<file path="config.mk">
export PLATFORM = sky130hd
export DESIGN_NAME = tcf_timer
export DESIGN_NICKNAME = d
export VERILOG_FILES = /design/src/logic/tcf_pkg.sv /design/src/logic/tcf_timer.sv
export SDC_FILE = /design/constraint.sdc
export NUM_CORES = 1
export LEC_CHECK = 0
export BUFFER_PORTS_ARGS = -buffer_cell sky130_fd_sc_hd__buf_2
export CORE_UTILIZATION = 40
export CTS_BUF_LIST = sky130_fd_sc_hd__clkbuf_4 sky130_fd_sc_hd__clkbuf_8
export DETAILED_ROUTE_END_ITERATION = 12
export GPL_TIMING_DRIVEN = 0
export PLACE_DENSITY = 0.59
export SLEW_MARGIN = 20
export SYNTH_ARGS = -nofsm -noshare
export SYNTH_HDL_FRONTEND = slang
export SYNTH_SLANG_ARGS = --single-unit
</file>
<file path="constraint.sdc">
create_clock -name sys_clk -period 2 [get_ports sys_clk]
set_input_delay 0.1 -clock sys_clk [delete_from_list [all_inputs] [get_ports sys_clk]]
set_output_delay 0.1 -clock sys_clk [all_outputs]
set_load 0.02 [all_outputs]
</file>
<file path="src/logic/tcf_pkg.sv">
// Constants and state layout for the timer compare, force and counter block.
// Assumes byte offsets on an 8-bit register address; word registers sit at even offsets.
package tcf_pkg;

  localparam int unsigned CH_NUM = 4;

  // Register offsets
  localparam logic [7:0] OFF_SELECT   = 8'hC0;
  localparam logic [7:0] OFF_FORCE    = 8'hC1;
  localparam logic [7:0] OFF_MASK     = 8'hC2;
  localparam logic [7:0] OFF_DATA     = 8'hC3;
  localparam logic [7:0] OFF_COUNTER  = 8'hC4;
  localparam logic [7:0] OFF_SYSCTL   = 8'hC6;
  localparam logic [7:0] OFF_TOGGLE   = 8'hC7;
  localparam logic [7:0] OFF_ACTION   = 8'hC8;
  localparam logic [7:0] OFF_CHIEN    = 8'hCA;
  localparam logic [7:0] OFF_WRAPIEN  = 8'hCB;
  localparam logic [7:0] OFF_CHFLAG   = 8'hCC;
  localparam logic [7:0] OFF_WRAPFLAG = 8'hCD;
  localparam logic [7:0] OFF_VALUE0   = 8'hCE;
  localparam logic [7:0] VALUE_STRIDE = 8'h02;

  // Field positions
  localparam int unsigned POS_TIMER_RUN   = 7;
  localparam int unsigned POS_QUICK_CLEAR = 4;
  localparam int unsigned POS_WRAP_FLAG   = 7;
  localparam int unsigned POS_WRAP_IEN    = 7;

  // Values after reset, counter limit and step, synchroniser fill constants
  localparam logic [3:0]  RST_NIBBLE  = 4'h0;
  localparam logic [7:0]  RST_ACTION  = 8'h00;
  localparam logic [15:0] RST_COUNTER = 16'h0000;
  localparam logic [15:0] RST_VALUE   = 16'h0000;
  localparam logic [15:0] COUNT_TOP   = 16'hFFFF;
  localparam logic [15:0] COUNT_STEP  = 16'h0001;
  localparam logic [2:0]  RST_FILL       = 3'h0;
  localparam logic [2:0]  SYNC_FILL_DONE = 3'h4;
  localparam logic [2:0]  SYNC_FILL_STEP = 3'h1;

  // Output action codes
  localparam logic [1:0] ACT_NONE   = 2'h0;
  localparam logic [1:0] ACT_TOGGLE = 2'h1;
  localparam logic [1:0] ACT_LOW    = 2'h2;
  localparam logic [1:0] ACT_HIGH   = 2'h3;

  typedef struct packed {
    logic [3:0]       channelFunctionSelect;
    logic [3:0]       overrideMaskBit;
    logic [3:0]       overrideDataBit;
    logic [3:0]       overflowToggleBit;
    logic [7:0]       outputAction;
    logic [3:0]       chanIntEnable;
    logic             wrapIntEnable;
    logic             timerRun;
    logic             quickFlagClear;
    logic [15:0]      counter;
    logic [3:0]       channelEventFlag;
    logic             wrapFlag;
    logic [3:0][15:0] channelValue;
    logic [3:0]       pinSync1;
    logic [3:0]       pinSync2;
    logic [3:0]       pinSync3;
    logic [3:0]       pinLevel;
    logic [2:0]       syncFill;
    logic [3:0]       pinOut;
    logic [3:0]       pinOe;
    logic             irq;
    logic [15:0]      rdData;
  } tcf_state_s;

endpackage

</file>
<file path="src/logic/tcf_timer.sv">
// Four-channel 16-bit timer: capture, compare, forced compare, channel-3 override,
// toggle on overflow, fast flag clearing and a level interrupt.
// Assumes a register port with one-cycle strobes and a same-clock special-mode level.
`timescale 1ns/1ps

module tcf_timer
  import tcf_pkg::*;
(
  input  wire logic        sys_clk,     // 125 MHz clock
  input  wire logic        rst_n,       // Synchronous reset, active low
  input  wire logic [7:0]  busAddr,     // Register byte offset
  input  wire logic [15:0] busWdata,    // Write data, bytes in low lane
  input  wire logic        busWrite,    // Write strobe
  input  wire logic        busRead,     // Read strobe
  input  wire logic        specialMode, // High in special operating modes
  input  wire logic [3:0]  pinIn,       // Channel pin levels from the port
  output logic      [15:0] busRdata,    // Read data, cycle after the strobe
  output logic      [3:0]  pinOut,      // Channel pin output values
  output logic      [3:0]  pinOe,       // Channel pin output enables
  output logic             irq          // Level interrupt
);

  tcf_state_s s_r;
  tcf_state_s s_nxt;

  logic [3:0] matchNow;
  logic [3:0] forceNow;
  logic [3:0] captureEdge;
  logic       wrapNow;
  logic       ch3Event;

  function automatic logic apply_action(input logic [1:0] code, input logic cur);
    logic res;
    res = cur;
    case (code)
      ACT_NONE:   res = cur;
      ACT_TOGGLE: res = ~cur;
      ACT_LOW:    res = 1'b0;
      ACT_HIGH:   res = 1'b1;
      default:    res = cur;
    endcase
    return res;
  endfunction

  function automatic logic [7:0] value_addr(input int unsigned idx);
    return OFF_VALUE0 + VALUE_STRIDE * 8'(idx);
  endfunction

  // Event terms shared by the next-state logic and the checks
  always_comb begin
    wrapNow  = s_r.timerRun && (s_r.counter == COUNT_TOP);
    forceNow = (busWrite && busAddr == OFF_FORCE) ? busWdata[3:0] : 4'h0;
    for (int i = 0; i < CH_NUM; i++) begin
      matchNow[i]    = s_r.timerRun && s_r.channelFunctionSelect[i]
                       && (s_r.counter == s_r.channelValue[i]);
      // No capture until the chain holds real pin samples, so an idle-high pin
      // does not look like an edge straight after reset
      captureEdge[i] = !s_r.channelFunctionSelect[i] && (s_r.syncFill == SYNC_FILL_DONE)
                       && (s_r.pinSync2[i] == s_r.pinSync3[i])
                       && (s_r.pinSync3[i] != s_r.pinLevel[i]);
    end
    ch3Event = s_r.channelFunctionSelect[3] && (matchNow[3] || forceNow[3]);
  end

  always_comb begin
    logic       p;
    logic       clr;
    logic       quick;
    logic [1:0] code;
    logic [15:0] rv;
    p     = 1'b0;
    clr   = 1'b0;
    quick = 1'b0;
    code  = ACT_NONE;
    rv    = 16'h0000;
    s_nxt = s_r;

    // Three-stage pin synchroniser; a level counts once stages two and three agree
    s_nxt.pinSync1 = pinIn;
    s_nxt.pinSync2 = s_r.pinSync1;
    s_nxt.pinSync3 = s_r.pinSync2;
    // Counts the edges since reset until the chain has filled
    if (s_r.syncFill != SYNC_FILL_DONE) begin
      s_nxt.syncFill = s_r.syncFill + SYNC_FILL_STEP;
    end
    for (int i = 0; i < CH_NUM; i++) begin
      if (s_r.pinSync2[i] == s_r.pinSync3[i]) begin
        s_nxt.pinLevel[i] = s_r.pinSync3[i];
      end
    end

    // Counter: runs only while enabled, wraps from all ones
    if (s_r.timerRun) begin
      s_nxt.counter = s_r.counter + COUNT_STEP;
    end
    if (busWrite && busAddr == OFF_COUNTER && specialMode) begin
      s_nxt.counter = busWdata;
    end

    // Plain control registers
    if (busWrite) begin
      case (busAddr)
        OFF_SELECT:  s_nxt.channelFunctionSelect = busWdata[3:0];
        OFF_MASK:    s_nxt.overrideMaskBit       = busWdata[3:0];
        OFF_DATA:    s_nxt.overrideDataBit       = busWdata[3:0];
        OFF_TOGGLE:  s_nxt.overflowToggleBit     = busWdata[3:0];
        OFF_ACTION:  s_nxt.outputAction          = busWdata[7:0];
        OFF_CHIEN:   s_nxt.chanIntEnable         = busWdata[3:0];
        OFF_WRAPIEN: s_nxt.wrapIntEnable         = busWdata[POS_WRAP_IEN];
        OFF_SYSCTL: begin
          s_nxt.timerRun       = busWdata[POS_TIMER_RUN];
          s_nxt.quickFlagClear = busWdata[POS_QUICK_CLEAR];
        end
        default: ;
      endcase
    end

    for (int i = 0; i < CH_NUM; i++) begin
      code = s_r.outputAction[2*i +: 2];
      p    = s_r.pinOut[i];
      if (s_r.channelFunctionSelect[i]) begin
        // Later assignments carry higher priority
        if (matchNow[i]) begin
          p = apply_action(code, s_r.pinOut[i]);
        end
        if (forceNow[i]) begin
          p = apply_action(code, s_r.pinOut[i]);
        end
        if (ch3Event && s_r.overrideMaskBit[i]) begin
          p = s_r.overrideDataBit[i];
        end
        if (wrapNow && s_r.overflowToggleBit[i]) begin
          p = ~s_r.pinOut[i];
        end
      end
      s_nxt.pinOut[i] = p;
      s_nxt.pinOe[i]  = s_nxt.channelFunctionSelect[i]
                        && (s_nxt.overrideMaskBit[i] || s_nxt.outputAction[2*i +: 2] != ACT_NONE);

      // Value register: capture on edge, software write only in compare mode
      if (captureEdge[i]) begin
        s_nxt.channelValue[i] = s_r.counter;
      end else if (busWrite && busAddr == value_addr(i) && s_r.channelFunctionSelect[i]) begin
        s_nxt.channelValue[i] = busWdata;
      end

      // Flag clear: quick clear by value access, else write one to clear
      quick = s_r.quickFlagClear && busAddr == value_addr(i)
              && ((busRead && !s_r.channelFunctionSelect[i])
                  || (busWrite && s_r.channelFunctionSelect[i]));
      clr   = (!s_r.quickFlagClear && busWrite && busAddr == OFF_CHFLAG && busWdata[i]) || quick;
      // Set wins over clear; a forced compare never sets the flag
      s_nxt.channelEventFlag[i] = (matchNow[i] && !forceNow[i]) || captureEdge[i]
                                  || (s_r.channelEventFlag[i] && !clr);
    end

    // Wrap flag
    quick = s_r.quickFlagClear && busAddr == OFF_COUNTER && (busRead || busWrite);
    clr   = (!s_r.quickFlagClear && busWrite && busAddr == OFF_WRAPFLAG && busWdata[POS_WRAP_FLAG]) || quick;
    s_nxt.wrapFlag = wrapNow || (s_r.wrapFlag && !clr);

    s_nxt.irq = |(s_nxt.channelEventFlag & s_nxt.chanIntEnable) || (s_nxt.wrapFlag && s_nxt.wrapIntEnable);

    // Read data, valid only in the cycle after the strobe
    if (busRead) begin
      case (busAddr)
        OFF_SELECT:   rv = {12'h000, s_r.channelFunctionSelect};
        OFF_FORCE:    rv = 16'h0000;
        OFF_MASK:     rv = {12'h000, s_r.overrideMaskBit};
        OFF_DATA:     rv = {12'h000, s_r.overrideDataBit};
        OFF_COUNTER:  rv = s_r.counter;
        OFF_SYSCTL:   rv = {8'h00, s_r.timerRun, 2'h0, s_r.quickFlagClear, 4'h0};
        OFF_TOGGLE:   rv = {12'h000, s_r.overflowToggleBit};
        OFF_ACTION:   rv = {8'h00, s_r.outputAction};
        OFF_CHIEN:    rv = {12'h000, s_r.chanIntEnable};
        OFF_WRAPIEN:  rv = {8'h00, s_r.wrapIntEnable, 7'h00};
        OFF_CHFLAG:   rv = {12'h000, s_r.channelEventFlag};
        OFF_WRAPFLAG: rv = {8'h00, s_r.wrapFlag, 7'h00};
        default: begin
          for (int i = 0; i < CH_NUM; i++) begin
            if (busAddr == value_addr(i)) begin
              rv = s_r.channelValue[i];
            end
          end
        end
      endcase
    end
    s_nxt.rdData = rv;
  end

  always_ff @(posedge sys_clk) begin
    if (!rst_n) begin
      s_r <= '{channelFunctionSelect: RST_NIBBLE, overrideMaskBit: RST_NIBBLE,
               overrideDataBit: RST_NIBBLE, overflowToggleBit: RST_NIBBLE,
               outputAction: RST_ACTION, chanIntEnable: RST_NIBBLE,
               wrapIntEnable: 1'b0, timerRun: 1'b0, quickFlagClear: 1'b0,
               counter: RST_COUNTER, channelEventFlag: RST_NIBBLE, wrapFlag: 1'b0,
               channelValue: {CH_NUM{RST_VALUE}}, pinSync1: RST_NIBBLE,
               pinSync2: RST_NIBBLE, pinSync3: RST_NIBBLE, pinLevel: RST_NIBBLE, syncFill: RST_FILL,
               pinOut: RST_NIBBLE, pinOe: RST_NIBBLE, irq: 1'b0, rdData: 16'h0000};
    end else begin
      s_r <= s_nxt;
    end
  end

  assign busRdata = s_r.rdData;
  assign pinOut   = s_r.pinOut;
  assign pinOe    = s_r.pinOe;
  assign irq      = s_r.irq;
endmodule

</file>
## Yosys cells after proc, flatten, opt, wreduce, memory -nomap -nowiden

Cells that the tools add are included.

| storage, ports and cells | value |
|---|---|
| bits in registers | 160 |
| input bits | 33 |
| logic and storage cells | 272 |

| cells by class | value |
|---|---|
| $add $sub $neg | 2 |
| equality and inequality tests | 43 |
| mux-type cells | 45 |
| bitwise operators | 5 |
| reduce and logical (&&, ||, !) cells | 146 |

Operator list:

| operator | number |
|---|---|
| 2-to-1 mux 16 bit | 14 |
| one-hot mux 16 bit (12 select lines) | 1 |
| == test 8 bit (second input constant) | 16 |
| logical AND 1 bit | 81 |
| == test 16 bit | 4 |
| 2-to-1 mux 31 bit | 1 |
| logical OR 1 bit | 25 |
| 2-to-1 mux 4 bit | 6 |
| nonzero test 2 bit | 9 |
| 2-to-1 mux 1 bit | 17 |
| adder 16 x 1 -> 16 bit (second input constant) | 1 |
| == test 16 bit (second input constant) | 1 |
| == test 2 bit (second input constant) | 8 |
| one-hot mux 1 bit (4 select lines) | 4 |
| AND reduction 2 bit | 8 |
| nonzero test 4 bit | 4 |
| logical NOT 1 bit | 14 |
| == test 2 x 1 -> 1 bit (second input constant) | 4 |
| logical NOT 2 bit | 4 |
| 2-to-1 mux 8 bit | 1 |
| AND 4 bit | 1 |
| == test 1 bit | 4 |
| != test 1 bit | 4 |
| NOT 1 bit | 4 |
| other kinds (5) | 5 |

## Longest topological paths before layout

Gate-level depths: netlist of the first run.

| depth | value |
|---|---|
| depth after elaboration | 11 |
| gate-level depth with buffers | 10 |

## Least setup slack after synthesis of the first run

OpenSTA, ideal clock, no wires.

| timing | value |
|---|---|
| path kind | register to register |
| start point | register s_r[113] in the netlist's numbering |
| end point | register s_r (netlist bit pinOut[3]) |
| library setup time | 0.120 ns |
| arrival | 1.933 ns |
| data required time | 1.880 ns |
| slack | -0.053 ns |
| stages on the path, launching flop included | 9 |
| buffers on the path | 1 |
| period minus slack after synthesis | 2.053 ns |
| path through | dfxtp_1 -> ha_1 -> nand3_1 -> or3_1 -> clkbuf_1 -> nor2_1 -> nand3_1 -> o211a_1 -> o31a_1 |

| on the way | value |
|---|---|
| cells in the longest elaborated chain, start to end | 7 |
| elaborated cells on any way between the ends | 12 |
| classes of those cells | 2 x eq/ne; 2 x mux; 8 x reduce/logical |

RTL lines:

| what | line | source |
|---|---|---|
| start, declared | tcf_timer.sv:23 | `tcf_state_s s_r;` |
| start signal, assigned | tcf_timer.sv:193 | `s_r <= '{channelFunctionSelect: RST_NIBBLE, overrideMaskBit: RST_NIBBLE,` |
| start signal, assigned | tcf_timer.sv:202 | `s_r <= s_nxt;` |
| == test 16 bit | tcf_timer.sv:55 | `&& (s_r.counter == s_r.channelValue[i]);` |
| logical AND 1 bit | tcf_timer.sv:55 |  |
| logical OR 1 bit | tcf_timer.sv:62 | `ch3Event = s_r.channelFunctionSelect[3] && (matchNow[3] \|\| forceNow[3]);` |
| logical AND 1 bit | tcf_timer.sv:62 |  |
| logical AND 1 bit | tcf_timer.sv:129 | `if (ch3Event && s_r.overrideMaskBit[i]) begin` |
| nonzero test 4 bit (no source line) / 2-to-1 mux 1 bit (equally long branches) | n/a |  |
| AND reduction 2 bit (no source line) / 2-to-1 mux 1 bit (equally long branches) | n/a |  |

Several ways; a longest one is shown, not always the timed one.
A chain may end at the register's enable or synchronous reset.

## Worst setup path after layout of the first run

| timing | value |
|---|---|
| start point | register s_r[117] in the netlist's numbering |
| end point | register s_r (netlist bit pinOut[3]) |

Same word-level chain as after synthesis.

==> summary.md, run 1 <==
| Metric | Value |
|---|---|
| Combinational share of power | `0.061` |
| Placer Congestion | `0.9583` |
| Die ar. | `21940 µm²` |
| Ant diodes | `0` |
| H-tree levels | `4` |
| Reg-to-Reg Start | `s_r[117]` |
| Max Buffers Root-to-Sink | `2` |
| Max Cap Viol | `0` |
| CP required | `2.39 ns` |
| Post-synth ARST share | `0` |
| Mean area per synthesized cell | `8.413 µm²` |
| Initial Util | `0.4075` |
| Critical R2R Capture | `pinOut[3]` |
| Area leader, netlist | `dfxtp_1` |
| Worst slew pin tran | `0.7916 ns` |
| Drt wl/cell | `22.49 µm` |
| Critical path, cell by cell | `xnor2_1 > nand4_1 > o31ai_4 > nand2_1 > o211a_1 > o31a_1` |
| FF-to-FF path depth | `6` |
| CP max FO | `3` |
| Worst path slowest cell | `o31ai_4` |
| R2R setup slack | `-0.21 ns` |
| Pint | `4.331 mW` |
| Most instantiated cells after synthesis | `dfxtp_1 (160), nor2_1 (145), nand2_1 (55), nor3_1 (51), xnor2_1 (51)` |
| Final period utilization | `1.106` |
| Die height | `148.1 µm` |
| Leak | `3.940 nW` |
| Post-synth EDFFs | `0` |
| Vias/cell | `5.929` |
| Final ANT Viol Nets | `0` |
| Synth unique cells | `71` |
| 1st-iter DRT viols | `939` |
| RSZ-0062 raised after global routing | `yes` |
| Clk slew on worst S/H paths | `0.11 ns` |
| Final clock skew | `0.02357 ns` |
| Slew Limit Fails | `0` |
| Fill count | `2111` |
| Total design power | `5.971 mW` |
| Cell with the most instances after synthesis | `dfxtp_1` |
| Worst setup path start | `s_r[117]` |
| TritonCTS buffer count | `17` |
| Setup violations, final | `5` |
| Worst hold-check path type | `in -> reg` |
| TritonCTS clock tree | `done` |
| Synthesis-to-layout area growth | `20.83%` |
| Status | `finished, violations left` |
| CP Data Arrival Time | `2.60 ns` |
| HPWL Detailed | `23590 µm` |
| Peak VDD IR | `0.3914 mV` |
| Min-delay src | `busWdata[6]` |
| Area contributors post-synth | `dfxtp_1 (38%), nor2_1 (6.4%), xnor2_1 (5.2%)` |
| Post-synthesis sequential area ratio | `0.3751` |
| WHS | `0.02992 ns` |
| Hold path depth | `3` |
| Core area | `20960 µm²` |
| Slowest stage delay, CP | `0.46 ns` |
| First-pass GRT wire length | `47990 µm` |
| I/O Pins | `58` |
| Row cnt | `53` |
| Top cell type's share of synthesized area | `0.3751` |
| Type of the worst setup path | `reg -> reg` |
| Power share of the sequential group | `0.539` |
| Buffers on Ports | `50` |
| Post-synthesis cell count | `1015` |
| Total grt overflow | `0` |
| Sink Count | `160` |
| Final hold violation count | `0` |
| Worst skew pair latency | `0.49 ns` |
| Failing checks | `setup timing` |
| Switch share | `0.2747` |
| Part of the power in the clock network | `0.401` |
| Via count | `8395` |
| Largest net degree at the start of global routing | `17` |
| Slew margin rel. | `0.4723` |
| GRT Resource Usage Total | `0.2949` |
| Number of global-route vias before repair | `7936` |
| Remaining DRCs | `0` |
| Psw | `1.640 mW` |
| Min Tclk post-route | `2.213 ns` |
| Mapped Area | `8539 µm²` |
| Pwr Density | `578.6 nW/µm²` |
| CTS Root Cell | `clkbuf_8` |
| Main flop type after synthesis | `dfxtp_1` |
| CP endpoint | `pinOut[3]` |
| PnR worst setup slack | `-0.2128 ns` |
| Drt pass-1 iters | `8` |
| Syn. warnings | `0` |
| Initial antenna violation count | `0` |
| Layout cells sized above 1 | `0.2191` |
| Syn nets | `1053` |
| Critical path capture point type | `register` |
| Post-layout nets | `1166` |
| F_max | `451.9 MHz` |
| CP Launch Type | `register` |
| Die X | `148.1 µm` |
| Synthesized flop and latch total | `160` |
| Total Wirelength | `31850 µm` |
## critical path: cells and delay by family, from the launching register on
family,cells,cell delay [ns]
and+or+nand+nor,2,0.43
AOI/OAI and AO/OA,3,0.98
xor gates and xnor gates,1,0.33
DFF,1,0.39
## power groups by stage
stage | clock network [mW] | logic [mW] | registers (mW)
6_report | 2.39 | 0.362 | 3.22
5_1_grt | 2.54 | 0.386 | 3.22
4_1_cts | 2.40 | 0.353 | 3.22
3_5_place_dp | 0 | 0.319 | 3.29
3_3_place_gp | 0 | 0.320 | 3.29
2_1_floorplan | 0 | 0.186 | 3.29
## flip-flops by register name (all words and copies together) (netlist names)
register and flops:
s_r 127, pinOut 4, irq 1, s_nxt 8
pinOe 4, busRdata 16
## worst min-delay path by stage
| stage | to | slack (ns) |
|---|---|---|
| after floorplan | s_nxt[36] | 0.23 |
| after global placement | s_nxt[36] | 0.31 |
| after detailed placement | s_nxt[38] | 0.31 |
| after CTS | s_r[119] | 0.004 |
| after global routing | s_r[119] | 0.01 |
| final | s_r[119] | 0.03 |
## metrics by stage
step	worst slack, ns	cells	cell area [µm²]	util	TNS (ns)
after global routing	-0.2801	1416	10320	0.4924	-1.394
after detailed placement	-0.7144	1340	9136	0.4360	-34.20
after CTS	-0.1502	1406	10100	0.4818	-0.5079
after global placement	-0.7503	1340	9136	0.4360	-34.42
final	-0.2128	1416	10320	0.4924	-0.7456
after floorplan	0.02892	1015	8542	-	0
## layer usage
layer  wire length [µm]  track usage
met5                  0            0
met4               1562       0.1582
met3               2805      0.05890
met2              14280       0.4582
met1              13210       0.3850
## what timing repair did
action,in CTS,in global routing
pin swaps,16,15
hold buffers,16,0
buffers inserted,21,10
endpoints found under the hold margin,39,0
resized for setup,83,39
endpoints found under the setup margin,82,46
## placed cells by master, fill, tap and decap left out, types with 8 or more instances in the layout
| cell type | count |
|---|---|
| dfxtp_1 | 145 |
| nor2_1 | 144 |
| buf_4 | 65 |
| buf_2 | 55 |
| nand2_1 | 53 |
| xnor2_1 | 50 |
| nor3_1 | 46 |
| o22ai_1 | 45 |
| a21oi_1 | 42 |
| mux2i_1 | 42 |
| a211oi_1 | 37 |
| clkbuf_1 | 34 |
| nand3_1 | 24 |
| a222oi_1 | 21 |
| xor2_1 | 21 |
| nand4_1 | 20 |
| a31oi_1 | 18 |
| clkbuf_8 | 18 |
| inv_1 | 16 |
| dlygate4sd3_1 | 16 |
| a22oi_1 | 15 |
| and2_1 | 14 |
| buf_6 | 12 |
| dfxtp_2 | 11 |
| nor2b_1 | 10 |
| o21ai_0 | 9 |
| nor3b_1 | 9 |
| xor2_2 | 8 |
## kinds of logic (layout without fill, tap and decap cells)
kind of cell / Yosys count / in the layout / share of synthesized area
AOI/OAI and AO/OA: 234 / 234 / 0.1921
xor gates and xnor gates: 80 / 80 / 0.08205
adders and majority gates: 5 / 5 / 0.007326
buffers and inverters: 122 / 248 / 0.07121
DFF: 160 / 160 / 0.3751
muxes: 47 / 47 / 0.05582
and+or+nand+nor: 367 / 367 / 0.2164
## cell type report
type	instances	area, µm²	area share
Multi-Input combinational cell	733	4987	0.4833
Sequential cell	160	3232	0.3132
Timing Repair Buffer	97	666.9	0.06463
Buffer	100	641.9	0.06220
Tap cell	275	344.1	0.03335
Clock buffer	18	241.5	0.02340
Clock inverter	14	133.9	0.01297
Inverter	19	71.32	0.006912
Power figures use the tool's default switching activity.
==> run 2: changes to the inputs <==
- PLACE_DENSITY: 0.59 -> unset
==> summary.md, run 2 (synthesis gave the netlist of run 1 again) <==
| Metric | Value |
|---|---|
| Via count | `8490 (+1.1%)` |
| Die X | `148.1 µm (unchanged)` |
| Core area | `20960 µm² (unchanged)` |
| Non-Filler Cell Area, Final | `10490 µm² (+1.6%)` |
| Psw | `1.677 mW (+2.2%)` |
| I/O Pins | `58 (unchanged)` |
| WHS | `0.05205 ns (+0.02213 ns)` |
| Vias/cell | `6.017 (+1.5%)` |
| Final clock skew | `0.01973 ns (-0.003837 ns)` |
| Final hold violation count | `0 (unchanged)` |
| Worst hold-check path type | `in -> reg` |
| Initial antenna violation count | `0 (unchanged)` |
| Part of the power in the clock network | `0.420 (+0.019)` |
| Worst slew pin tran | `0.8443 ns (+0.05263 ns)` |
| Synthesis-to-layout area growth | `22.81%` |
| Number of global-route vias before repair | `7843 (-1.2%)` |
| Clk slew on worst S/H paths | `0.09 ns (-0.02 ns)` |
| Setup violations, final | `5 (unchanged)` |
| Post-layout nets | `1161 (-0.43%)` |
| CP Data Arrival Time | `2.47 ns (-0.13 ns)` |
| GRT Resource Usage Total | `0.2899 (-0.004979)` |
| CP Launch Type | `register` |
| Final std cells w/o fill | `1411 (-0.35%)` |
| Min Tclk post-route | `2.100 ns (-0.1127 ns)` |
| Final period utilization | `1.050 (-0.05635)` |
| Worst path slowest cell | `or3_4` |
| Die ar. | `21940 µm² (unchanged)` |
| Worst slack at placement | `-0.7311 ns (-0.01664 ns)` |
| Most frequent cells in the layout | `nor2_1 (143), dfxtp_1 (143), buf_4 (59)` |
| CP max FO | `7 (+4)` |
| Combinational share of power | `0.061 (about the same)` |
| Max Buffers Root-to-Sink | `2 (unchanged)` |
| Switch share | `0.2709 (-0.003716)` |
| Drt wl/cell | `22.32 µm (-0.77%)` |
| Largest reg by FF count | `s_r` |
| Area after DPL | `9136 µm² (unchanged)` |
| Total Wirelength | `31490 µm (-1.1%)` |
| Ant diodes | `0 (unchanged)` |
| Pint | `4.512 mW (+4.2%)` |
| H-tree levels | `4 (unchanged)` |
| Peak VDD IR | `0.3958 mV (+1.1%)` |
| Buf+Inv Stages, Crit Path | `0 (unchanged)` |
| Initial Util | `0.4075 (unchanged)` |
| Layout cells sized above 1 | `0.2333 (+0.01417)` |
| CTS Root Cell | `clkbuf_8` |
| RSZ-0062 raised after global routing | `yes` |
| Remaining DRCs | `0 (unchanged)` |
| Slew margin rel. | `0.4372 (-0.03509)` |
| Leak | `3.991 nW (+1.3%)` |
| Buffers on Ports | `50 (unchanged)` |
| TritonCTS clock tree | `done` |
| Number of flip-flops in the largest register | `127 (unchanged)` |
| Worst skew pair latency | `0.48 ns (about the same)` |
| TritonCTS buffer count | `17 (unchanged)` |
| Slew Limit Fails | `0 (unchanged)` |
| Drt pass-1 iters | `8 (unchanged)` |
| Final ANT Viol Nets | `0 (unchanged)` |
| Total grt overflow | `0 (unchanged)` |
| F_max | `476.2 MHz (+5.4%)` |
| First-pass GRT wire length | `47040 µm (-2.0%)` |
| 1st-iter DRT viols | `1124 (+20%)` |
| Sink Count | `160 (unchanged)` |
| HPWL Detailed | `23130 µm (-2.0%)` |
| Placed insts | `1340 (unchanged)` |
| Total design power | `6.188 mW (+3.6%)` |
| Row cnt | `53 (unchanged)` |
| Critical path, cell by cell | `ha_4 > nand3_2 > or3_4 > nor2_4 > nand3_1 > o211a_1 > o31a_1` |
| Status | `finished, violations left` |
| Max Cap Viol | `0 (unchanged)` |
| Critical path capture point type | `register` |
| Die height | `148.1 µm (unchanged)` |
| Fill count | `2093 (-0.85%)` |
| Failing checks | `setup timing` |
| Type of the worst setup path | `reg -> reg` |
| Power share of the sequential group | `0.519 (-0.020)` |
| PnR worst setup slack | `-0.1001 ns (+0.1127 ns)` |
| Placer Congestion | `0.9693 (+1.1%)` |
| Pwr Density | `590.1 nW/µm² (+2.0%)` |
| Slowest stage delay, CP | `0.47 ns (about the same)` |
| Crit-path leading delay family | `simple AND/OR/NAND/NOR gates` |
| CP required | `2.37 ns (-0.02 ns)` |
| Largest net degree at the start of global routing | `17 (unchanged)` |
==> run 2: through the flow <==
| stage | TNS (ns) | utilization |
|---|---|---|
| 2_1_floorplan | 0 | - |
| 3_3_place_gp | -32.33 | 0.4360 |
| 3_5_place_dp | -33.14 | 0.4360 |
| 4_1_cts | -0.5327 | 0.4850 |
| 5_1_grt | -0.6249 | 0.5005 |
| 6_report | -0.3444 | 0.5005 |
==> run 2: path summary, 6_finish.rpt <==
path	startpoint	end	slack, ns	depth (start not counted)
worst max-delay path	s_r[113]	pinOut[3]	-0.10	7
worst min-delay path	busWdata[3]	s_r[147]	0.05	3
worst max register to register	s_r[113]	pinOut[3]	-0.10	7
worst min register to register	s_nxt[36]	s_nxt[32]	0.44	1
==> run 2: power groups by stage <==
| stage | clock (mW) | sequential [mW] | combinational (mW) |
|---|---|---|---|
| floorplan | 0 | 3.29 | 0.186 |
| global placement | 0 | 3.29 | 0.323 |
| detailed placement | 0 | 3.29 | 0.324 |
| CTS | 2.62 | 3.22 | 0.357 |
| global route | 2.76 | 3.22 | 0.396 |
| finish | 2.60 | 3.21 | 0.375 |
==> run 2: tightest hold or removal path: cells and delay by family <==
| kind | cells | cell delay [ns] |
|---|---|---|
| AOI/OAI and AO/OA | 1 | 0.06 |
| buffers and inverters | 1 | 0.21 |
| and+or+nand+nor | 1 | 0.11 |
==> run 2: final cells by class <==
type                            instances  area [µm²]  share of cell area
Multi-Input combinational cell        733        5096              0.4859
Timing Repair Buffer                   92       633.1             0.06037
Sequential cell                       160        3239              0.3089
Inverter                               19       71.32            0.006800
Clock inverter                         14       173.9             0.01658
Clock buffer                           18       247.7             0.02362
Buffer                                100       681.9             0.06502
Tap cell                              275       344.1             0.03281
==> run 2: metal layers <==
metal  up-vias  part of all wire  global-route usage
met5         -                 0                   0
met4         0             0.036              0.1211
met3        84              0.10             0.06963
met2       466              0.44              0.4434
met1      4083              0.42              0.3896
li1       3857                 -                   -
==> run 2: timing repair <==
action / 4_1_cts / 5_1_grt
resized for setup: 88 / 73
pin swaps: 20 / 18
setup endpoints to repair: 81 / 56
hold buffers: 17 / 0
hold endpoints to repair: 41 / 0
setup buffers: 19 / 6
gates cloned: 0 / 1
